[src/core/psim_regs.vh]
// command codes, field positions, reset values and timing of the status/ident block
`ifndef PSIM_REGS_VH
`define PSIM_REGS_VH

// command codes
`define PSIM_CMD_CLEAR_FAULTS 8'h03
`define PSIM_CMD_STORE_ALL 8'h11
`define PSIM_CMD_STATUS_BYTE 8'h78
`define PSIM_CMD_STATUS_WORD 8'h79
`define PSIM_CMD_VENDOR_STATUS 8'h80
`define PSIM_CMD_VOUT 8'h8b
`define PSIM_CMD_IOUT 8'h8c
`define PSIM_CMD_TEMP 8'h8d
`define PSIM_CMD_PROTO_REV 8'h98
`define PSIM_CMD_MAKER 8'h99
`define PSIM_CMD_MODEL 8'h9a
`define PSIM_CMD_HWFW_REV 8'h9b
`define PSIM_CMD_SITE 8'h9c
`define PSIM_CMD_DATE 8'h9d
`define PSIM_CMD_SERIAL 8'h9e
`define PSIM_CMD_MODE 8'hd1

// vendor status bits
`define PSIM_VS_OFF 7
`define PSIM_VS_OVERTEMP_WARNING_FLAG 6
`define PSIM_VS_OVERTEMP_FAULT_FLAG 5
`define PSIM_VS_WDOG 4
`define PSIM_VS_MARGIN 3
`define PSIM_VS_PG_LOST 2
`define PSIM_VS_OVERCURRENT_FAULT_FLAG 1
`define PSIM_VS_OVERCURRENT_WARNING_FLAG 0
`define PSIM_VS_ALERT_MASK 8'h7b

// status byte / status word bits (word high byte positions)
`define PSIM_SB_CML 1
`define PSIM_SB_OTHER 0
`define PSIM_SW_HI_MFR 4
`define PSIM_SW_HI_PG 3

// mode register high byte bits (register bits 15, 14, 13, 11)
`define PSIM_MD_SNAP 7
`define PSIM_MD_ERASE 6
`define PSIM_MD_ALERT 5
`define PSIM_MD_SOFT_RST 3
`define PSIM_MODE_HI_RST 8'h00

// constant values
`define PSIM_PROTO_REV 8'h11
`define PSIM_TEXT_RST 64'h3031303130313031
`define PSIM_TEXT_LEN 8'h08
`define PSIM_TEMP_FAULTY 16'h7fff
`define PSIM_TEMP_OFF 16'h0000
`define PSIM_ARA_ADDR 7'h0c

// timing
`define PSIM_CLK_KHZ 250000
`define PSIM_VOUT_PERIOD_MS 10'd5
`define PSIM_IOUT_PERIOD_MS 10'd200
`define PSIM_TEMP_PERIOD_MS 10'd1000
`define PSIM_SOFT_RST_WIN_MS 8

`endif

[src/core/psim_core.v]
// serial-bus status, readback, identification and mode register block
`timescale 1ns/1ps
`include "psim_regs.vh"

module psim_core #(
    parameter [6:0] DEV_ADDR = 7'h40,
    // maker, model and revision characters: arbitrary values
    parameter [7:0] MAKER_CHAR = 8'h41,
    parameter [7:0] MODEL_CHAR = 8'h42,
    parameter [15:0] HWFW_CHARS = 16'h4141,
    parameter MS_CYCLES = `PSIM_CLK_KHZ
) (
    // clock and reset
    input wire clk_sys,
    input wire reset,
    // serial bus pins
    input wire scl_in,
    input wire sda_in,
    output reg sda_out,
    output reg sda_oe_n,
    output reg alert_out,
    output reg alert_oe_n,
    // supply and sensor conditions
    input wire supply_off_cause,
    input wire supply_disabled,
    input wire ot_warning_in,
    input wire overtemp_fault_flag_in,
    input wire watchdog_reset_evt,
    input wire margin_fail_evt,
    input wire vout_above_pg_on,
    input wire vout_below_pg_off,
    input wire overcurrent_fault_flag_in,
    input wire oc_warning_in,
    // measurements
    input wire [15:0] vout_meas,
    input wire [15:0] iout_meas,
    input wire [15:0] temp_meas,
    input wire temp_sensor_faulty,
    input wire temp_sensor_disabled,
    // event log and housekeeping
    output reg log_snapshot_go,
    output reg log_erase_go,
    input wire log_done,
    input wire log_error,
    output reg store_defaults_go,
    output reg soft_reset_go
);

localparam [4:0] S_IDLE = 5'h01;
localparam [4:0] S_RX = 5'h02;
localparam [4:0] S_ACK = 5'h04;
localparam [4:0] S_TX = 5'h08;
localparam [4:0] S_MACK = 5'h10;

function [63:0] text_put;
    input [63:0] s;
    input [3:0] k;
    input [7:0] d;
    reg [6:0] sh;
    begin
        sh = {k - 4'h1, 3'b000};
        text_put = (s & ~(64'h00000000000000ff << sh)) | ({56'h0, d} << sh);
    end
endfunction

function [7:0] text_get;
    input [63:0] s;
    input [3:0] k;
    reg [63:0] t;
    begin
        t = s >> {k - 4'h1, 3'b000};
        text_get = (k == 4'h0) ? `PSIM_TEXT_LEN : t[7:0];
    end
endfunction

function [9:0] ms_next;
    input [9:0] cnt;
    input [9:0] period;
    begin
        ms_next = (cnt >= period - 10'd1) ? 10'd0 : cnt + 10'd1;
    end
endfunction

////////////////////////////////////////////////////////////////////////////////
// pin synchronisers and bus conditions

reg scl_s1_q, scl_s2_q, scl_s3_q;
reg sda_s1_q, sda_s2_q, sda_s3_q;
wire scl_rise = scl_s2_q & ~scl_s3_q;
wire scl_fall = ~scl_s2_q & scl_s3_q;
wire bus_start = scl_s2_q & scl_s3_q & ~sda_s2_q & sda_s3_q;
wire bus_stop = scl_s2_q & scl_s3_q & sda_s2_q & ~sda_s3_q;

always @(posedge clk_sys) begin
    if (reset) begin
        {scl_s1_q, scl_s2_q, scl_s3_q} <= 3'b111;
        {sda_s1_q, sda_s2_q, sda_s3_q} <= 3'b111;
    end else begin
        {scl_s1_q, scl_s2_q, scl_s3_q} <= {scl_in, scl_s1_q, scl_s2_q};
        {sda_s1_q, sda_s2_q, sda_s3_q} <= {sda_in, sda_s1_q, sda_s2_q};
    end
end

////////////////////////////////////////////////////////////////////////////////
// register state

reg [7:0] vstat_q;
reg cml_q, other_q, pg_word_q, pg_armed_q, ara_served_q;
reg [7:0] mode_hi_q;
reg [15:0] vout_q, iout_q, temp_q;
reg [63:0] site_q, date_q, serial_q;
reg [7:0] cmd_q;
reg ara_q;
reg [3:0] rd_idx_q;
reg [7:0] rdata;

wire [7:0] sword_hi = {3'b000, |vstat_q, pg_word_q, 3'b000};
wire [7:0] sbyte = {6'b000000, cml_q, other_q};

always @* begin
    rdata = 8'h00;
    if (ara_q) begin
        rdata = {DEV_ADDR, 1'b0};
    end else begin
        case (cmd_q)
            `PSIM_CMD_STATUS_BYTE: rdata = sbyte;
            `PSIM_CMD_STATUS_WORD: rdata = rd_idx_q[0] ? sword_hi : sbyte;
            `PSIM_CMD_VENDOR_STATUS: rdata = vstat_q;
            `PSIM_CMD_VOUT: rdata = rd_idx_q[0] ? vout_q[15:8] : vout_q[7:0];
            `PSIM_CMD_IOUT: rdata = rd_idx_q[0] ? iout_q[15:8] : iout_q[7:0];
            `PSIM_CMD_TEMP: rdata = rd_idx_q[0] ? temp_q[15:8] : temp_q[7:0];
            `PSIM_CMD_PROTO_REV: rdata = `PSIM_PROTO_REV;
            `PSIM_CMD_MAKER: rdata = MAKER_CHAR;
            `PSIM_CMD_MODEL: rdata = MODEL_CHAR;
            `PSIM_CMD_HWFW_REV: rdata = rd_idx_q[0] ? HWFW_CHARS[15:8] : HWFW_CHARS[7:0];
            `PSIM_CMD_SITE: rdata = text_get(site_q, rd_idx_q);
            `PSIM_CMD_DATE: rdata = text_get(date_q, rd_idx_q);
            `PSIM_CMD_SERIAL: rdata = text_get(serial_q, rd_idx_q);
            `PSIM_CMD_MODE: rdata = rd_idx_q[0] ? mode_hi_q : 8'h00;
            default: rdata = 8'h00;
        endcase
    end
end

////////////////////////////////////////////////////////////////////////////////
// serial bus slave

reg [4:0] st_q;
reg [2:0] bit_q;
reg [7:0] sh_q, tx_q;
reg full_q, rd_q;
reg [3:0] idx_q;
reg wr_stb_q, clear_stb_q, ara_hit_q;
reg [7:0] wr_data_q;
reg [3:0] wr_idx_q;
wire alert_pend = |(vstat_q & `PSIM_VS_ALERT_MASK) | cml_q;
wire alert_act = mode_hi_q[`PSIM_MD_ALERT] & alert_pend & ~ara_served_q;

always @(posedge clk_sys) begin
    wr_stb_q <= 1'b0;
    clear_stb_q <= 1'b0;
    ara_hit_q <= 1'b0;
    store_defaults_go <= 1'b0;
    if (reset) begin
        st_q <= S_IDLE;
        bit_q <= 3'd0;
        sh_q <= 8'h00;
        tx_q <= 8'h00;
        full_q <= 1'b0;
        rd_q <= 1'b0;
        ara_q <= 1'b0;
        idx_q <= 4'h0;
        rd_idx_q <= 4'h0;
        cmd_q <= 8'h00;
        wr_data_q <= 8'h00;
        wr_idx_q <= 4'h0;
        sda_out <= 1'b0;
        sda_oe_n <= 1'b1;
    end else if (bus_start) begin
        st_q <= S_RX;
        bit_q <= 3'd0;
        full_q <= 1'b0;
        idx_q <= 4'h0;
        ara_q <= 1'b0;
        sda_oe_n <= 1'b1;
    end else if (bus_stop) begin
        st_q <= S_IDLE;
        sda_oe_n <= 1'b1;
    end else begin
        case (st_q)
            S_RX: begin
                if (scl_rise) begin
                    sh_q <= {sh_q[6:0], sda_s2_q};
                    bit_q <= bit_q + 3'd1;
                    full_q <= (bit_q == 3'd7);
                end else if (scl_fall && full_q) begin
                    full_q <= 1'b0;
                    if (idx_q != 4'hf)
                        idx_q <= idx_q + 4'h1;
                    if (idx_q == 4'h0) begin
                        rd_q <= sh_q[0];
                        if (sh_q[7:1] == DEV_ADDR) begin
                            sda_oe_n <= 1'b0;
                            st_q <= S_ACK;
                        end else if (sh_q[7:1] == `PSIM_ARA_ADDR && sh_q[0] && alert_act) begin
                            ara_q <= 1'b1;
                            ara_hit_q <= 1'b1;
                            sda_oe_n <= 1'b0;
                            st_q <= S_ACK;
                        end else begin
                            st_q <= S_IDLE;
                        end
                    end else begin
                        sda_oe_n <= 1'b0;
                        st_q <= S_ACK;
                        if (idx_q == 4'h1) begin
                            cmd_q <= sh_q;
                            clear_stb_q <= (sh_q == `PSIM_CMD_CLEAR_FAULTS);
                            store_defaults_go <= (sh_q == `PSIM_CMD_STORE_ALL);
                        end else begin
                            wr_stb_q <= 1'b1;
                            wr_data_q <= sh_q;
                            wr_idx_q <= idx_q - 4'h2;
                        end
                    end
                end
            end
            S_ACK: begin
                if (scl_fall) begin
                    bit_q <= 3'd0;
                    if (rd_q) begin
                        tx_q <= rdata;
                        rd_idx_q <= 4'h1;
                        sda_oe_n <= rdata[7];
                        st_q <= S_TX;
                    end else begin
                        rd_idx_q <= 4'h0;
                        sda_oe_n <= 1'b1;
                        st_q <= S_RX;
                    end
                end
            end
            S_TX: begin
                if (scl_fall) begin
                    bit_q <= bit_q + 3'd1;
                    if (bit_q == 3'd7) begin
                        sda_oe_n <= 1'b1;
                        st_q <= S_MACK;
                    end else begin
                        tx_q <= {tx_q[6:0], 1'b0};
                        sda_oe_n <= tx_q[6];
                    end
                end
            end
            S_MACK: begin
                if (scl_rise) begin
                    full_q <= ~sda_s2_q;
                end else if (scl_fall) begin
                    full_q <= 1'b0;
                    if (full_q) begin
                        tx_q <= rdata;
                        if (rd_idx_q != 4'hf)
                            rd_idx_q <= rd_idx_q + 4'h1;
                        sda_oe_n <= rdata[7];
                        st_q <= S_TX;
                    end else begin
                        st_q <= S_IDLE;
                    end
                end
            end
            S_IDLE: begin
                sda_oe_n <= 1'b1;
            end
            default: begin
                st_q <= S_IDLE;
                sda_oe_n <= 1'b1;
            end
        endcase
    end
end

////////////////////////////////////////////////////////////////////////////////
// sticky status and alert line

wire pg_lost_evt = pg_armed_q & vout_below_pg_off;
wire [7:0] vs_set;
assign vs_set[`PSIM_VS_OFF] = supply_off_cause & ~supply_disabled;
assign vs_set[`PSIM_VS_OVERTEMP_WARNING_FLAG] = ot_warning_in;
assign vs_set[`PSIM_VS_OVERTEMP_FAULT_FLAG] = overtemp_fault_flag_in;
assign vs_set[`PSIM_VS_WDOG] = watchdog_reset_evt;
assign vs_set[`PSIM_VS_MARGIN] = margin_fail_evt;
assign vs_set[`PSIM_VS_PG_LOST] = pg_lost_evt;
assign vs_set[`PSIM_VS_OVERCURRENT_FAULT_FLAG] = overcurrent_fault_flag_in;
assign vs_set[`PSIM_VS_OVERCURRENT_WARNING_FLAG] = oc_warning_in;
wire log_busy = mode_hi_q[`PSIM_MD_SNAP] | mode_hi_q[`PSIM_MD_ERASE];
wire cml_set = log_busy & log_done & log_error;
wire new_alert = |(vs_set & ~vstat_q & `PSIM_VS_ALERT_MASK) | (cml_set & ~cml_q);

always @(posedge clk_sys) begin
    if (reset) begin
        vstat_q <= 8'h00;
        cml_q <= 1'b0;
        other_q <= 1'b0;
        pg_word_q <= 1'b0;
        pg_armed_q <= 1'b0;
        ara_served_q <= 1'b0;
        alert_out <= 1'b0;
        alert_oe_n <= 1'b1;
    end else begin
        // set wins over a clear in the same cycle
        vstat_q <= (vstat_q & {8{~clear_stb_q}}) | vs_set;
        cml_q <= (cml_q & ~clear_stb_q) | cml_set;
        other_q <= (other_q & ~clear_stb_q) | pg_lost_evt;
        pg_word_q <= (pg_word_q & ~clear_stb_q) | pg_lost_evt;
        if (vout_above_pg_on)
            pg_armed_q <= 1'b1;
        else if (vout_below_pg_off)
            pg_armed_q <= 1'b0;
        if (new_alert || clear_stb_q)
            ara_served_q <= 1'b0;
        else if (ara_hit_q)
            ara_served_q <= 1'b1;
        alert_oe_n <= ~alert_act;
    end
end

////////////////////////////////////////////////////////////////////////////////
// mode register, event log requests and soft reset

reg [1:0] sr_stage_q;
reg [9:0] sr_ms_q;
wire mode_wr = wr_stb_q & (cmd_q == `PSIM_CMD_MODE) & (wr_idx_q == 4'h1);
wire sr_bit = wr_data_q[`PSIM_MD_SOFT_RST];
wire ms_tick;

always @(posedge clk_sys) begin
    log_snapshot_go <= 1'b0;
    log_erase_go <= 1'b0;
    soft_reset_go <= 1'b0;
    if (reset) begin
        mode_hi_q <= `PSIM_MODE_HI_RST;
        sr_stage_q <= 2'd0;
        sr_ms_q <= 10'd0;
    end else begin
        if (log_busy && log_done) begin
            mode_hi_q[`PSIM_MD_SNAP] <= 1'b0;
            mode_hi_q[`PSIM_MD_ERASE] <= 1'b0;
        end
        if (mode_wr) begin
            mode_hi_q[`PSIM_MD_ALERT] <= wr_data_q[`PSIM_MD_ALERT];
            mode_hi_q[`PSIM_MD_SOFT_RST] <= sr_bit;
            if (wr_data_q[`PSIM_MD_SNAP] && !log_busy) begin
                mode_hi_q[`PSIM_MD_SNAP] <= 1'b1;
                log_snapshot_go <= 1'b1;
            end else if (wr_data_q[`PSIM_MD_ERASE] && !log_busy) begin
                mode_hi_q[`PSIM_MD_ERASE] <= 1'b1;
                log_erase_go <= 1'b1;
            end
        end
        // set, clear, set again inside the window
        if (sr_stage_q != 2'd0 && ms_tick)
            sr_ms_q <= sr_ms_q + 10'd1;
        if (sr_stage_q != 2'd0 && sr_ms_q >= `PSIM_SOFT_RST_WIN_MS) begin
            sr_stage_q <= 2'd0;
        end else if (mode_wr) begin
            case (sr_stage_q)
                2'd0: begin
                    if (sr_bit) begin
                        sr_stage_q <= 2'd1;
                        sr_ms_q <= 10'd0;
                    end
                end
                2'd1: begin
                    if (!sr_bit)
                        sr_stage_q <= 2'd2;
                end
                2'd2: begin
                    if (sr_bit) begin
                        soft_reset_go <= 1'b1;
                        sr_stage_q <= 2'd0;
                    end
                end
                default: sr_stage_q <= 2'd0;
            endcase
        end
    end
end

////////////////////////////////////////////////////////////////////////////////
// measurement refresh and text strings

reg [31:0] ms_cnt_q;
reg ms_tick_q;
reg [9:0] v_ms_q, i_ms_q, t_ms_q;
assign ms_tick = ms_tick_q;

always @(posedge clk_sys) begin
    if (reset) begin
        ms_cnt_q <= 32'd0;
        ms_tick_q <= 1'b0;
        v_ms_q <= 10'd0;
        i_ms_q <= 10'd0;
        t_ms_q <= 10'd0;
        vout_q <= 16'h0000;
        iout_q <= 16'h0000;
        temp_q <= `PSIM_TEMP_OFF;
    end else begin
        ms_tick_q <= (ms_cnt_q == MS_CYCLES - 1);
        ms_cnt_q <= (ms_cnt_q == MS_CYCLES - 1) ? 32'd0 : ms_cnt_q + 32'd1;
        if (ms_tick_q) begin
            v_ms_q <= ms_next(v_ms_q, `PSIM_VOUT_PERIOD_MS);
            i_ms_q <= ms_next(i_ms_q, `PSIM_IOUT_PERIOD_MS);
            t_ms_q <= ms_next(t_ms_q, `PSIM_TEMP_PERIOD_MS);
            if (v_ms_q == 10'd0)
                vout_q <= vout_meas;
            if (i_ms_q == 10'd0)
                iout_q <= iout_meas;
            if (t_ms_q == 10'd0) begin
                if (temp_sensor_faulty)
                    temp_q <= `PSIM_TEMP_FAULTY;
                else if (temp_sensor_disabled)
                    temp_q <= `PSIM_TEMP_OFF;
                else
                    temp_q <= temp_meas;
            end
        end
    end
end

wire text_wr = wr_stb_q & (wr_idx_q != 4'h0) & (wr_idx_q <= `PSIM_TEXT_LEN);

always @(posedge clk_sys) begin
    if (reset) begin
        site_q <= `PSIM_TEXT_RST;
        date_q <= `PSIM_TEXT_RST;
        serial_q <= `PSIM_TEXT_RST;
    end else if (text_wr) begin
        if (cmd_q == `PSIM_CMD_SITE)
            site_q <= text_put(site_q, wr_idx_q, wr_data_q);
        if (cmd_q == `PSIM_CMD_DATE)
            date_q <= text_put(date_q, wr_idx_q, wr_data_q);
        if (cmd_q == `PSIM_CMD_SERIAL)
            serial_q <= text_put(serial_q, wr_idx_q, wr_data_q);
    end
end

endmodule

[config.mk]
export PLATFORM = sky130hd
export DESIGN_NAME = psim_core
export DESIGN_NICKNAME = d
export VERILOG_FILES = /design/src/core/psim_core.v
export VERILOG_INCLUDE_DIRS = /design/src /design/src/core
export SDC_FILE = /design/constraint.sdc
export NUM_CORES = 1
export LEC_CHECK = 0
export BUFFER_PORTS_ARGS = -buffer_cell sky130_fd_sc_hd__buf_2
export CORE_MARGIN = 8
export CORE_UTILIZATION = 30
export DETAILED_ROUTE_END_ITERATION = 7
export PLACE_DENSITY = 0.45
export SETUP_SLACK_MARGIN = 0.15
export SYNTH_ARGS = -nofsm -noshare
export SYNTH_HDL_FRONTEND = slang
export SYNTH_SLANG_ARGS = --single-unit
[constraint.sdc]
create_clock -name clk_sys -period 3.75 [get_ports clk_sys]
set_clock_uncertainty 0.2 [all_clocks]
set_input_delay 0.375 -clock clk_sys [delete_from_list [all_inputs] [get_ports clk_sys]]
set_output_delay 0.375 -clock clk_sys [all_outputs]
set_load 0.05 [all_outputs]
==> Word-level counts from Yosys, hierarchy flattened <==
Cells that the tools add are included.
{ "totals": {"output_inout_bits": 8, "reg_bits": 401} }
{ "op_classes": {"shift": 5, "add_sub_neg": 11, "order_cmp": 5, "mux": 88, "bitwise_logic": 58, "n_reduce_logical": 58, "eq_ne": 57} }
{ "ops": {"columns": ["cell", "n"], "rows": [
  ["bitwise AND 64 bit", 3],
  ["OR 64 bit", 3],
  [">> shifter 64 x 7 -> 8 bit", 3],
  ["case mux 8 bit (13 select lines)", 1],
  ["== test 8 bit (second input constant)", 12],
  ["two-way mux 10 bit", 8],
  ["two-way mux 8 bit", 8],
  ["NOT 64 bit", 1],
  ["left shift 8 x 7 -> 64 bit", 1],
  ["left shift 8 x 7 -> 64 bit (first input constant)", 1],
  ["two-way mux 7 bit", 7],
  ["two-way mux 5 bit", 9],
  ["adder 10 x 1 -> 10 bit (second input constant)", 4],
  ["!= test 4 bit (second input constant)", 10],
  ["adder 32 x 1 -> 32 bit (second input constant)", 1],
  ["== test 32 x 18 -> 1 bit (second input constant)", 1],
  ["two-way mux 16 bit", 2],
  ["AND reduction 8 bit", 4],
  ["zero test 10 bit", 3],
  ["!= test 2 bit (second input constant)", 15],
  ["two-way mux 4 bit", 7],
  ["two-way mux 1 bit", 27],
  ["case mux 5 bit (5 select lines)", 1],
  ["OR reduction 8 bit", 3],
  ["58 further kinds", 147]
]} }

==> Depth between registers and ports, before layout <==
Gate-level depths: netlist of run 1.
{ "logic_depth": {"ltp_word": 13, "ltp_mapped": 14, "ltp_nobuf": 8} }

==> Least setup slack after synthesis of run 1 <==
No wires, ideal clock.
{ "synth_path": {"path_kind": "register to register", "startpoint": "register rd_idx_q[0]", "endpoint": "register tx_q[4]", "arrival_time_ns": 3.147, "path_slack_ns": 0.271, "synth_period_minus_slack_ns": 3.479, "required_time_ns": 3.417, "path_stages_with_launch": 15, "cell_sequence": "dfxtp_1 > buf_2 > buf_4 > buf_4 > inv_1 > buf_2 > ha_1 > buf_2 > clkbuf_1 > buf_1 > mux4_2 > mux2i_1 > nor3_1 > o41ai_1 > a31oi_1"} }
{ "synth_via": {"elab_chain_len": 9, "word_cells_on_any_way": 20, "cone_classes": "1 x add/sub; 3 x shift; 15 x mux; 1 x reduce/logical"} }
{ "synth_lines": {"columns": ["element", "line_no", "rtl"], "rows": [
  ["start, declared", "psim_core.v:114", "reg [3:0] rd_idx_q;"],
  ["start signal, assigned", "psim_core.v:263", "rd_idx_q <= rd_idx_q + 4'h1;"],
  ["subtractor 4 x 1 -> 4 bit", "psim_core.v:71", "t = s >> {k - 4'h1, 3'b000};"],
  [">> shifter 64 x 7 -> 8 bit", "psim_core.v:71", null],
  ["two-way mux 8 bit", "psim_core.v:72", "text_get = (k == 4'h0) ? `PSIM_TEXT_LEN : t[7:0];"],
  ["case mux 8 bit (13 select lines) (*)", "psim_core.v:125", "case (cmd_q)"],
  ["two-way mux 8 bit (*)", "psim_core.v:122", "if (ara_q) begin"],
  ["two-way mux 7 bit", "psim_core.v:260", "if (full_q) begin"],
  ["two-way mux 7 bit", "psim_core.v:258", "end else if (scl_fall) begin"],
  ["two-way mux 7 bit", "psim_core.v:256", "if (scl_rise) begin"],
  ["case mux 7 bit (3 select lines) (*)", "psim_core.v:190", "case (st_q)"],
  ["end signal, assigned", "psim_core.v:232", "tx_q <= rdata;"],
  ["end signal, assigned", "psim_core.v:250", "tx_q <= {tx_q[6:0], 1'b0};"],
  ["end signal, assigned", "psim_core.v:261", "tx_q <= rdata;"],
  ["end, declared", "psim_core.v:150", "reg [7:0] sh_q, tx_q;"]
]} }
Mark *: on every way between the ends. The rest lies on a longest branch, timed or not. The select of a mux whose other input is x is not followed.
A chain may end at the register's enable or synchronous reset.

==> Final worst setup path of run 1 <==
{ "layout_path": {"startpoint": "register rd_idx_q[1]", "endpoint": "register sda_oe_n"} }
{ "layout_via": {"elab_chain_len": 9, "word_cells_on_any_way": 16, "cone_classes": "1 x add/sub; 3 x shift; 11 x mux; 1 x reduce/logical"} }
{ "layout_lines": {"columns": ["element", "line_no", "rtl"], "rows": [
  ["subtractor 4 x 1 -> 4 bit", "psim_core.v:71", null],
  [">> shifter 64 x 7 -> 8 bit", "psim_core.v:71", null],
  ["two-way mux 8 bit", "psim_core.v:72", null],
  ["case mux 8 bit (13 select lines) (*)", "psim_core.v:125", null],
  ["two-way mux 8 bit (*)", "psim_core.v:122", null],
  ["two-way mux 1 bit", "psim_core.v:260", null],
  ["two-way mux 1 bit", "psim_core.v:258", null],
  ["two-way mux 1 bit", "psim_core.v:256", null],
  ["case mux 1 bit (4 select lines) (*)", "psim_core.v:190", null],
  ["end signal, assigned", "psim_core.v:234", "sda_oe_n <= rdata[7];"],
  ["end signal, assigned", "psim_core.v:251", "sda_oe_n <= tx_q[6];"],
  ["end signal, assigned", "psim_core.v:264", "sda_oe_n <= rdata[7];"],
  ["end, declared", "psim_core.v:20", "output reg sda_oe_n,"]
]} }
Marks and branches as above.

==> results.yml, run 1 <==
floorplan:
  die-area_sq_um: 68900
  ios: 74
  die_x_um: 262
  core.rowCount: 90
  start_util_pct: 30.2
  core_sq_um: 60200
  chipHeight_um: 262
timing:
  setup_viol: 0
  slew_headroom_pct: 29.3
  slew_viol_final: 0
  rsz0062_at_grt: "false"
  worst_pin_slew_ns: 1.06
  min_period_over_period_pct: 80.6
  period_minus_slack_ns: 3.02
  hold_violations: 1
  holdWs_ns: -0.00670
  timing.setup.tns_ns: 0
  fmax_mhz: 331
clocking:
  cts_sinks: 401
  clk_path_buf_depth: 3
  postCtsSetupBuffers: 0
  htreeDepth: 2
  cts_tree: "yes"
  path_clk_slew_ns: 0.07
  cts_buffers: 47
  clock_latency_ns: 0.58
  cts_root_buf: "clkbuf_16"
setup_path:
  critPathMaxFanout: 29
  crit_family: "compound AO/OA/AOI/OAI gates"
  crit_chain: "inv_1 > ha_2 > buf_12 > mux4_2 > mux2i_1 > o22ai_1 > o21ai_0 > a32o_1 > a31oi_1"
  rr_worst_depth: 9
  path_depth: 9
  r2r-start: "rd_idx_q[1]"
  start_kind: "flop"
  worstPathRequired_ns: 4.01
  worstReg2RegEnd: "sda_oe_n"
  path_buf_inv: 2
  worstPathArrival_ns: 3.28
  critPathLaunch: "rd_idx_q[1]"
  path_class: "flop to flop"
  ff2ff_setup_slack_ns: 0.73
  slowest_stage: "mux4_2"
  cpPeakStageDelay_ns: 0.53
  setup.worst_path.end_class: "flop"
  crit_end: "sda_oe_n"
routing:
  wirelength_mm: 59.2
  via_per_inst: 5.40
  first_pass_iters: 7
  vias: 15600
  wl_per_cell_um: 20.5
  ant_nets: 0
  drc_errors: 0
  drtIter0Drc: 1447
status:
  violations: "negative hold slack"
  status: "finished with violations"
global_route:
  track_usage_pct: 16.6
  grt_pass1_vias: 15200
  grt_antenna_before_repair: 6
  grt_overflow: 0
  grt_pass1_wl_mm: 92.3
  grt_max_degree: 195
cells_and_area:
  fin_util_pct: 36.3
  syn2layout_area_growth_pct: 19.9
  final_nets: 2168
  fill_cells: 6050
  layout_common_cells: "dfxtp_1, nor2_1, nand2_1"
  final_common_cell: "dfxtp_1"
  drive_gt1_share_pct: 14.0
job:
  maxCapViolations: 0
synthesis:
  netlist_area_sq_um: 18200
  synth-seq-cells: 401
  async_flop_share_pct: 0
  syn_avg_cell_area_sq_um: 9.20
  synth.yosys.warnings: 0
  yosysSeqAreaShare_pct: 44.1
  ys.flop_type: "dfxtp_1"
  synthCells: 1979
  yosysUniqueCellTypes: 78
  synth_edf_count: 0
placement:
  place_hpwl_mm: 39.4
  io_buffer_count: 71
  gp_congestion: 0.886
hold_path:
  hold_class: "primary input to flop"
power:
  ir_drop_v: 0.000279
  leakage_uw: 0.00782
  power_uw: 9620
  cellPowerDensity_nw_per_um2: 440
[through the flow]
stage               setup slack, ns  cells  instance area [sq um]
finish                        0.729   2895                  21800
floorplan                     0.271   1980                  18200
global route                  0.540   2892                  21800
CTS                           0.737   2892                  21800
global placement              0.797   2738                  19500
detailed placement            0.750   2738                  19500
[cell families (layout without fill, tap and decap cells)]
logic type | count (synthesis) | count (layout) | share of synthesized area, %
buffers and inverters | 202 | 332 | 4.60
AND/OR/NAND/NOR | 734 | 734 | 19.2
flip-flops | 401 | 401 | 44.1
other | 1 | 5 | 0.0206
adder cells (fa/ha/maj) | 28 | 28 | 1.92
multiplexers | 115 | 115 | 9.60
XOR/XNOR | 68 | 68 | 3.27
AO/OA/AOI/OAI | 430 | 430 | 17.3
[synth_stat cells (26+ instances only)]
library cell  instances  area, sq um
dfxtp_1             401         8030
nor2_1              283         1060
nand2_1             151          567
a21oi_1             123          616
clkbuf_1            108          405
nand3_1              97          485
a221o_1              64          641
mux2i_1              61          611
a22oi_1              58          435
mux4_2               47         1060
inv_1                45          169
a32oi_1              44          385
buf_2                36          180
xor2_1               35          307
xnor2_1              33          289
nor3_1               29          145
ha_1                 28          350
nand4_1              27          169
and3_1               26          163
[registers in the layout, summed over array words and instances (netlist names), 5 cells and up]
register   count
vstat_q        8
sr_ms_q       10
serial_q      64
t_ms_q        10
sh_q           8
temp_q        16
iout_q        16
date_q        64
i_ms_q        10
wr_data_q      8
cmd_q          8
st_q           5
ms_cnt_q      32
v_ms_q        10
vout_q        16
tx_q           7
site_q        64
[power breakdown]
| group | internal, uW | switching, uW |
|---|---|---|
| logic | 175 | 238 |
| clock network | 2970 | 1890 |
| registers | 4290 | 60.7 |
[worst register-to-register path: cells and delay by family (launching register included)]
family	cells	cell delay, ns
fa+ha+maj	1	0.37
compound gates	4	0.85
flops	1	0.40
mux	2	0.76
buf+inv	2	0.32
[worst min path at each step]
| stage | slack (ns) | endpoint | cells after the start | from |
|---|---|---|---|---|
| 2_1_floorplan | 0.19 | scl_s2_q | 1 | scl_s1_q |
| 3_3_place_gp | 0.20 | sda_s2_q | 1 | sda_s1_q |
| 3_5_place_dp | 0.20 | scl_s2_q | 1 | scl_s1_q |
| 4_1_cts | 0.0002 | iout_q[6] | 2 | reset |
| 5_1_grt | 0.01 | iout_q[6] | 2 | reset |
| 6_report | -0.007 | iout_q[6] | 2 | reset |
[layout make-up]
cell class / count / area [sq um] / share of cell area [%]
tap: 782 / 978 / 4.48
clock inverter: 19 / 264 / 1.21
sequential: 401 / 8030 / 36.8
timing repair buffer: 202 / 1610 / 7.37
inverter: 45 / 169 / 0.773
multi-input combinational: 1377 / 9400 / 43.1
clock buffer: 66 / 1380 / 6.31
antenna: 3 / 7.51 / 0.0344
[layer usage]
| layer | vias to the layer above | track usage, % | part of all wire [%] |
|---|---|---|---|
| met5 | - | 0 | 0 |
| met4 | 0 | 6.13 | 3.0 |
| met3 | 102 | 2.75 | 5.2 |
| met2 | 447 | 26.0 | 45 |
| met1 | 7641 | 22.7 | 47 |
| li1 | 7437 | - | - |
[repair_timing]
item	in CTS	in global routing
hold buffers	69	0
gates resized for setup	0	0
endpoints found under the hold margin	65	0
(Power assumes the default switching activity.)
==> inputs of run 2 (changes only) <==
--- a/config.mk
+++ b/config.mk
@@ -6,6 +6,7 @@
 export SDC_FILE = /design/constraint.sdc
 export NUM_CORES = 1
 export LEC_CHECK = 0
+export ABC_AREA = 1
 export BUFFER_PORTS_ARGS = -buffer_cell sky130_fd_sc_hd__buf_2
 export CORE_MARGIN = 8
 export CORE_UTILIZATION = 30
==> constraint.sdc (replaced) <==
create_clock -name clk_sys -period 2.9 [get_ports clk_sys]
set_clock_uncertainty 0.2 [all_clocks]
set_input_delay 0.29 -clock clk_sys [delete_from_list [all_inputs] [get_ports clk_sys]]
set_output_delay 0.29 -clock clk_sys [all_outputs]
set_load 0.05 [all_outputs]
==> results.yml, run 2 <==
setup_path:
  rr_worst_depth: 13
  cpPeakStageDelay_ns: 0.33
  setup.worst_path.end_class: "flop"
  path_buf_inv: 3
  worstPathArrival_ns: 2.87
  slowest_stage: "ha_2"
  ff2ff_setup_slack_ns: 0.27
  r2r-start: "rd_idx_q[1]"
  path_class: "flop to flop"
  critPathMostFrequentCell: "nand2_1"
  path_depth: 13
  crit_family: "simple AND/OR/NAND/NOR gates"
  start_kind: "flop"
  crit_chain: "inv_1 > ha_2 > clkinv_2 > buf_12 > nand3_1 > nand2_1 > nand2_1 > nand3_1 > nand2_1 > nand2_1 > nand3_1 > o21bai_1 > a21oi_1"
  worstReg2RegEnd: "tx_q[3]"
  worstPathRequired_ns: 3.14
  critPathMaxFanout: 37
power:
  p_sw_uw: 2800
  swShare_pct: 22.7
  ir_drop_v: 0.000415
  cellPowerDensity_nw_per_um2: 533
  pwr-share-comb_pct: 2.9
  internal-power_uw: 9510
  clkPwrFrac_pct: 52.0
  p_seq_share_pct: 45.1
  leakage_uw: 0.00853
synthesis:
  ys.flop_type: "dfxtp_1"
  yosysSeqAreaShare_pct: 41.9
  synth_edf_count: 0
  synth_commonest_cells: "nand2_1, dfxtp_1, a21oi_1"
  syn_avg_cell_area_sq_um: 6.81
  synth.yosys.warnings: 0
  synthCells: 2809
  synth.top_cell.area_share_pct: 41.9
  synthTopCellsByArea: "dfxtp_1, nand2_1, a21oi_1"
  netlist_area_sq_um: 19100
  synth.most_common_cell: "nand2_1"
  async_flop_share_pct: 0
  synth-seq-cells: 401
  yosysUniqueCellTypes: 51
  yosysTopAreaCell: "dfxtp_1"
global_route:
  grt_pass1_vias: 18500
  track_usage_pct: 19.6
  grt_antenna_before_repair: 0
  grt_overflow: 0
  grt_max_degree: 182
  grt_pass1_wl_mm: 111
floorplan:
  chipHeight_um: 269
  ios: 74
  die-area_sq_um: 72100
  core_sq_um: 63100
  die_x_um: 269
  core.rowCount: 92
  start_util_pct: 30.3
routing:
  drc_errors: 0
  ant_nets: 0
  drtIter0Drc: 1373
  m1WireLength_mm: 33.5
  wirelength_mm: 72.0
  first_pass_iters: 5
  vias: 19000
  via_per_inst: 4.96
  top_layer: "met4"
  wl_per_cell_um: 18.8
  wl_met3_mm: 4.18
  wl_met2_mm: 32.5
clocking:
  cts_root_buf: "clkbuf_16"
  clk_path_buf_depth: 3
  cts_buffers: 50
  clock_latency_ns: 0.61
  cts_sinks: 401
  path_clk_slew_ns: 0.06
  htreeDepth: 2
  cts_tree: "yes"
cells_and_area:
  layout_common_cells: "nand2_1, dfxtp_1, a21oi_1"
  syn2layout_area_growth_pct: 20.7
  seq_area_sq_um: 8030
  largestRegisters: "date_q (64), serial_q (64), site_q (64)"
  final_nets: 3041
  multi_input_area_sq_um: 9700
  drive_gt1_share_pct: 11.3
  fill_cells: 6906
  n_antenna_cell: 0
  final_common_cell: "nand2_1"
placement:
  io_buffer_count: 71
  place_hpwl_mm: 51.5
  gp_congestion: 0.939
timing:
  holdWs_ns: 0.0579
  fmax_mhz: 380
  min_period_over_period_pct: 90.8
  worst_pin_slew_ns: 0.998
  slew_viol_final: 0
  hold_violations: 0
  setup_viol: 0
  period_minus_slack_ns: 2.63
  timing.setup.tns_ns: 0
  rsz0062_at_grt: "true"
  slew_headroom_pct: 33.4
hold_path:
  hold_path_startpoint: "temp_sensor_faulty"
  hold_class: "primary input to flop"
  hold-path-cell-count: 3
  min_to: "temp_q[5]"
job:
  maxCapViolations: 0
status:
  status: "finished, final reports clean"
==> run 2: changes by cell type in the layout (fill, tap and decap cells not counted), sizes merged, moves of 61 or more <==
cell / previous run / this run
a221o: 64 / 0
inv: 49 / 216
mux2i: 61 / 0
nand3: 97 / 210
a21oi: 123 / 310
nand2: 151 / 794
o21ai: 23 / 174
==> run 2: worst min-delay path, delay by kind of cell <==
family                 cells  cell delay, ns
AOI/OAI and AO/OA          2            0.32
buffers and inverters      1            0.20
==> run 2: metrics by stage <==
stage          setup WS, ns  instance area [sq um]  utilization (%)  power [uW]  instances
2_1_floorplan         0.290                  19100                -        5820       2810
3_3_place_gp          0.326                  20500             32.5        5930       3655
3_5_place_dp          0.286                  20500             32.5        5930       3655
4_1_cts               0.249                  23100             36.6       12500       3834
5_1_grt               0.145                  23100             36.6       12800       3834
6_report              0.267                  23100             36.6       12300       3834
==> run 2: logic make-up after synthesis <==
group,Yosys count,synth area share [%]
buf+inv,353,7.47
simple gates,1469,32.8
compound gates,534,14.8
flops,401,41.9
fa+ha+maj,28,1.83
xor+xnor,23,1.17
other cells,1,0.0196
==> run 2: worst max path at each step <==
stage                           start         end
final                     rd_idx_q[1]     tx_q[3]
after global routing          ms_tick  temp_q[15]
after CTS                     ms_tick  temp_q[15]
after detailed placement  rd_idx_q[1]     tx_q[3]
after global placement    rd_idx_q[0]     tx_q[3]
after floorplan           rd_idx_q[0]     tx_q[3]
==> run 2: layout make-up <==
cell class	count	share of cell area (%)
Clock buffer	73	6.40
Tap cell	846	4.58
Sequential cell	401	34.8
Clock inverter	20	1.02
Inverter	220	3.58
Timing Repair Buffer	218	7.68
Multi-Input combinational cell	2056	42.0
==> run 2: per-layer routing <==
| layer | global-route usage (%) | vias to the layer above |
|---|---|---|
| li1 | - | 9454 |
| met1 | 26.9 | 8911 |
| met2 | 31.7 | 568 |
| met5 | 0 | - |
| met3 | 2.96 | 92 |
| met4 | 5.57 | 0 |
==> run 2: timing repair <==
item	in CTS	in global routing
hold buffers	86	0
endpoints found under the setup margin	0	2
buffers inserted	0	0
endpoints found under the hold margin	74	0
gates resized for setup	0	2
==> run 2: power groups by stage <==
| stage | sequential (uW) | combinational, uW | clock [uW] |
|---|---|---|---|
| floorplan | 5660 | 153 | 0 |
| global placement | 5670 | 259 | 0 |
| detailed placement | 5670 | 262 | 0 |
| CTS | 5550 | 358 | 6600 |
| global route | 5550 | 394 | 6810 |
| finish | 5550 | 361 | 6400 |
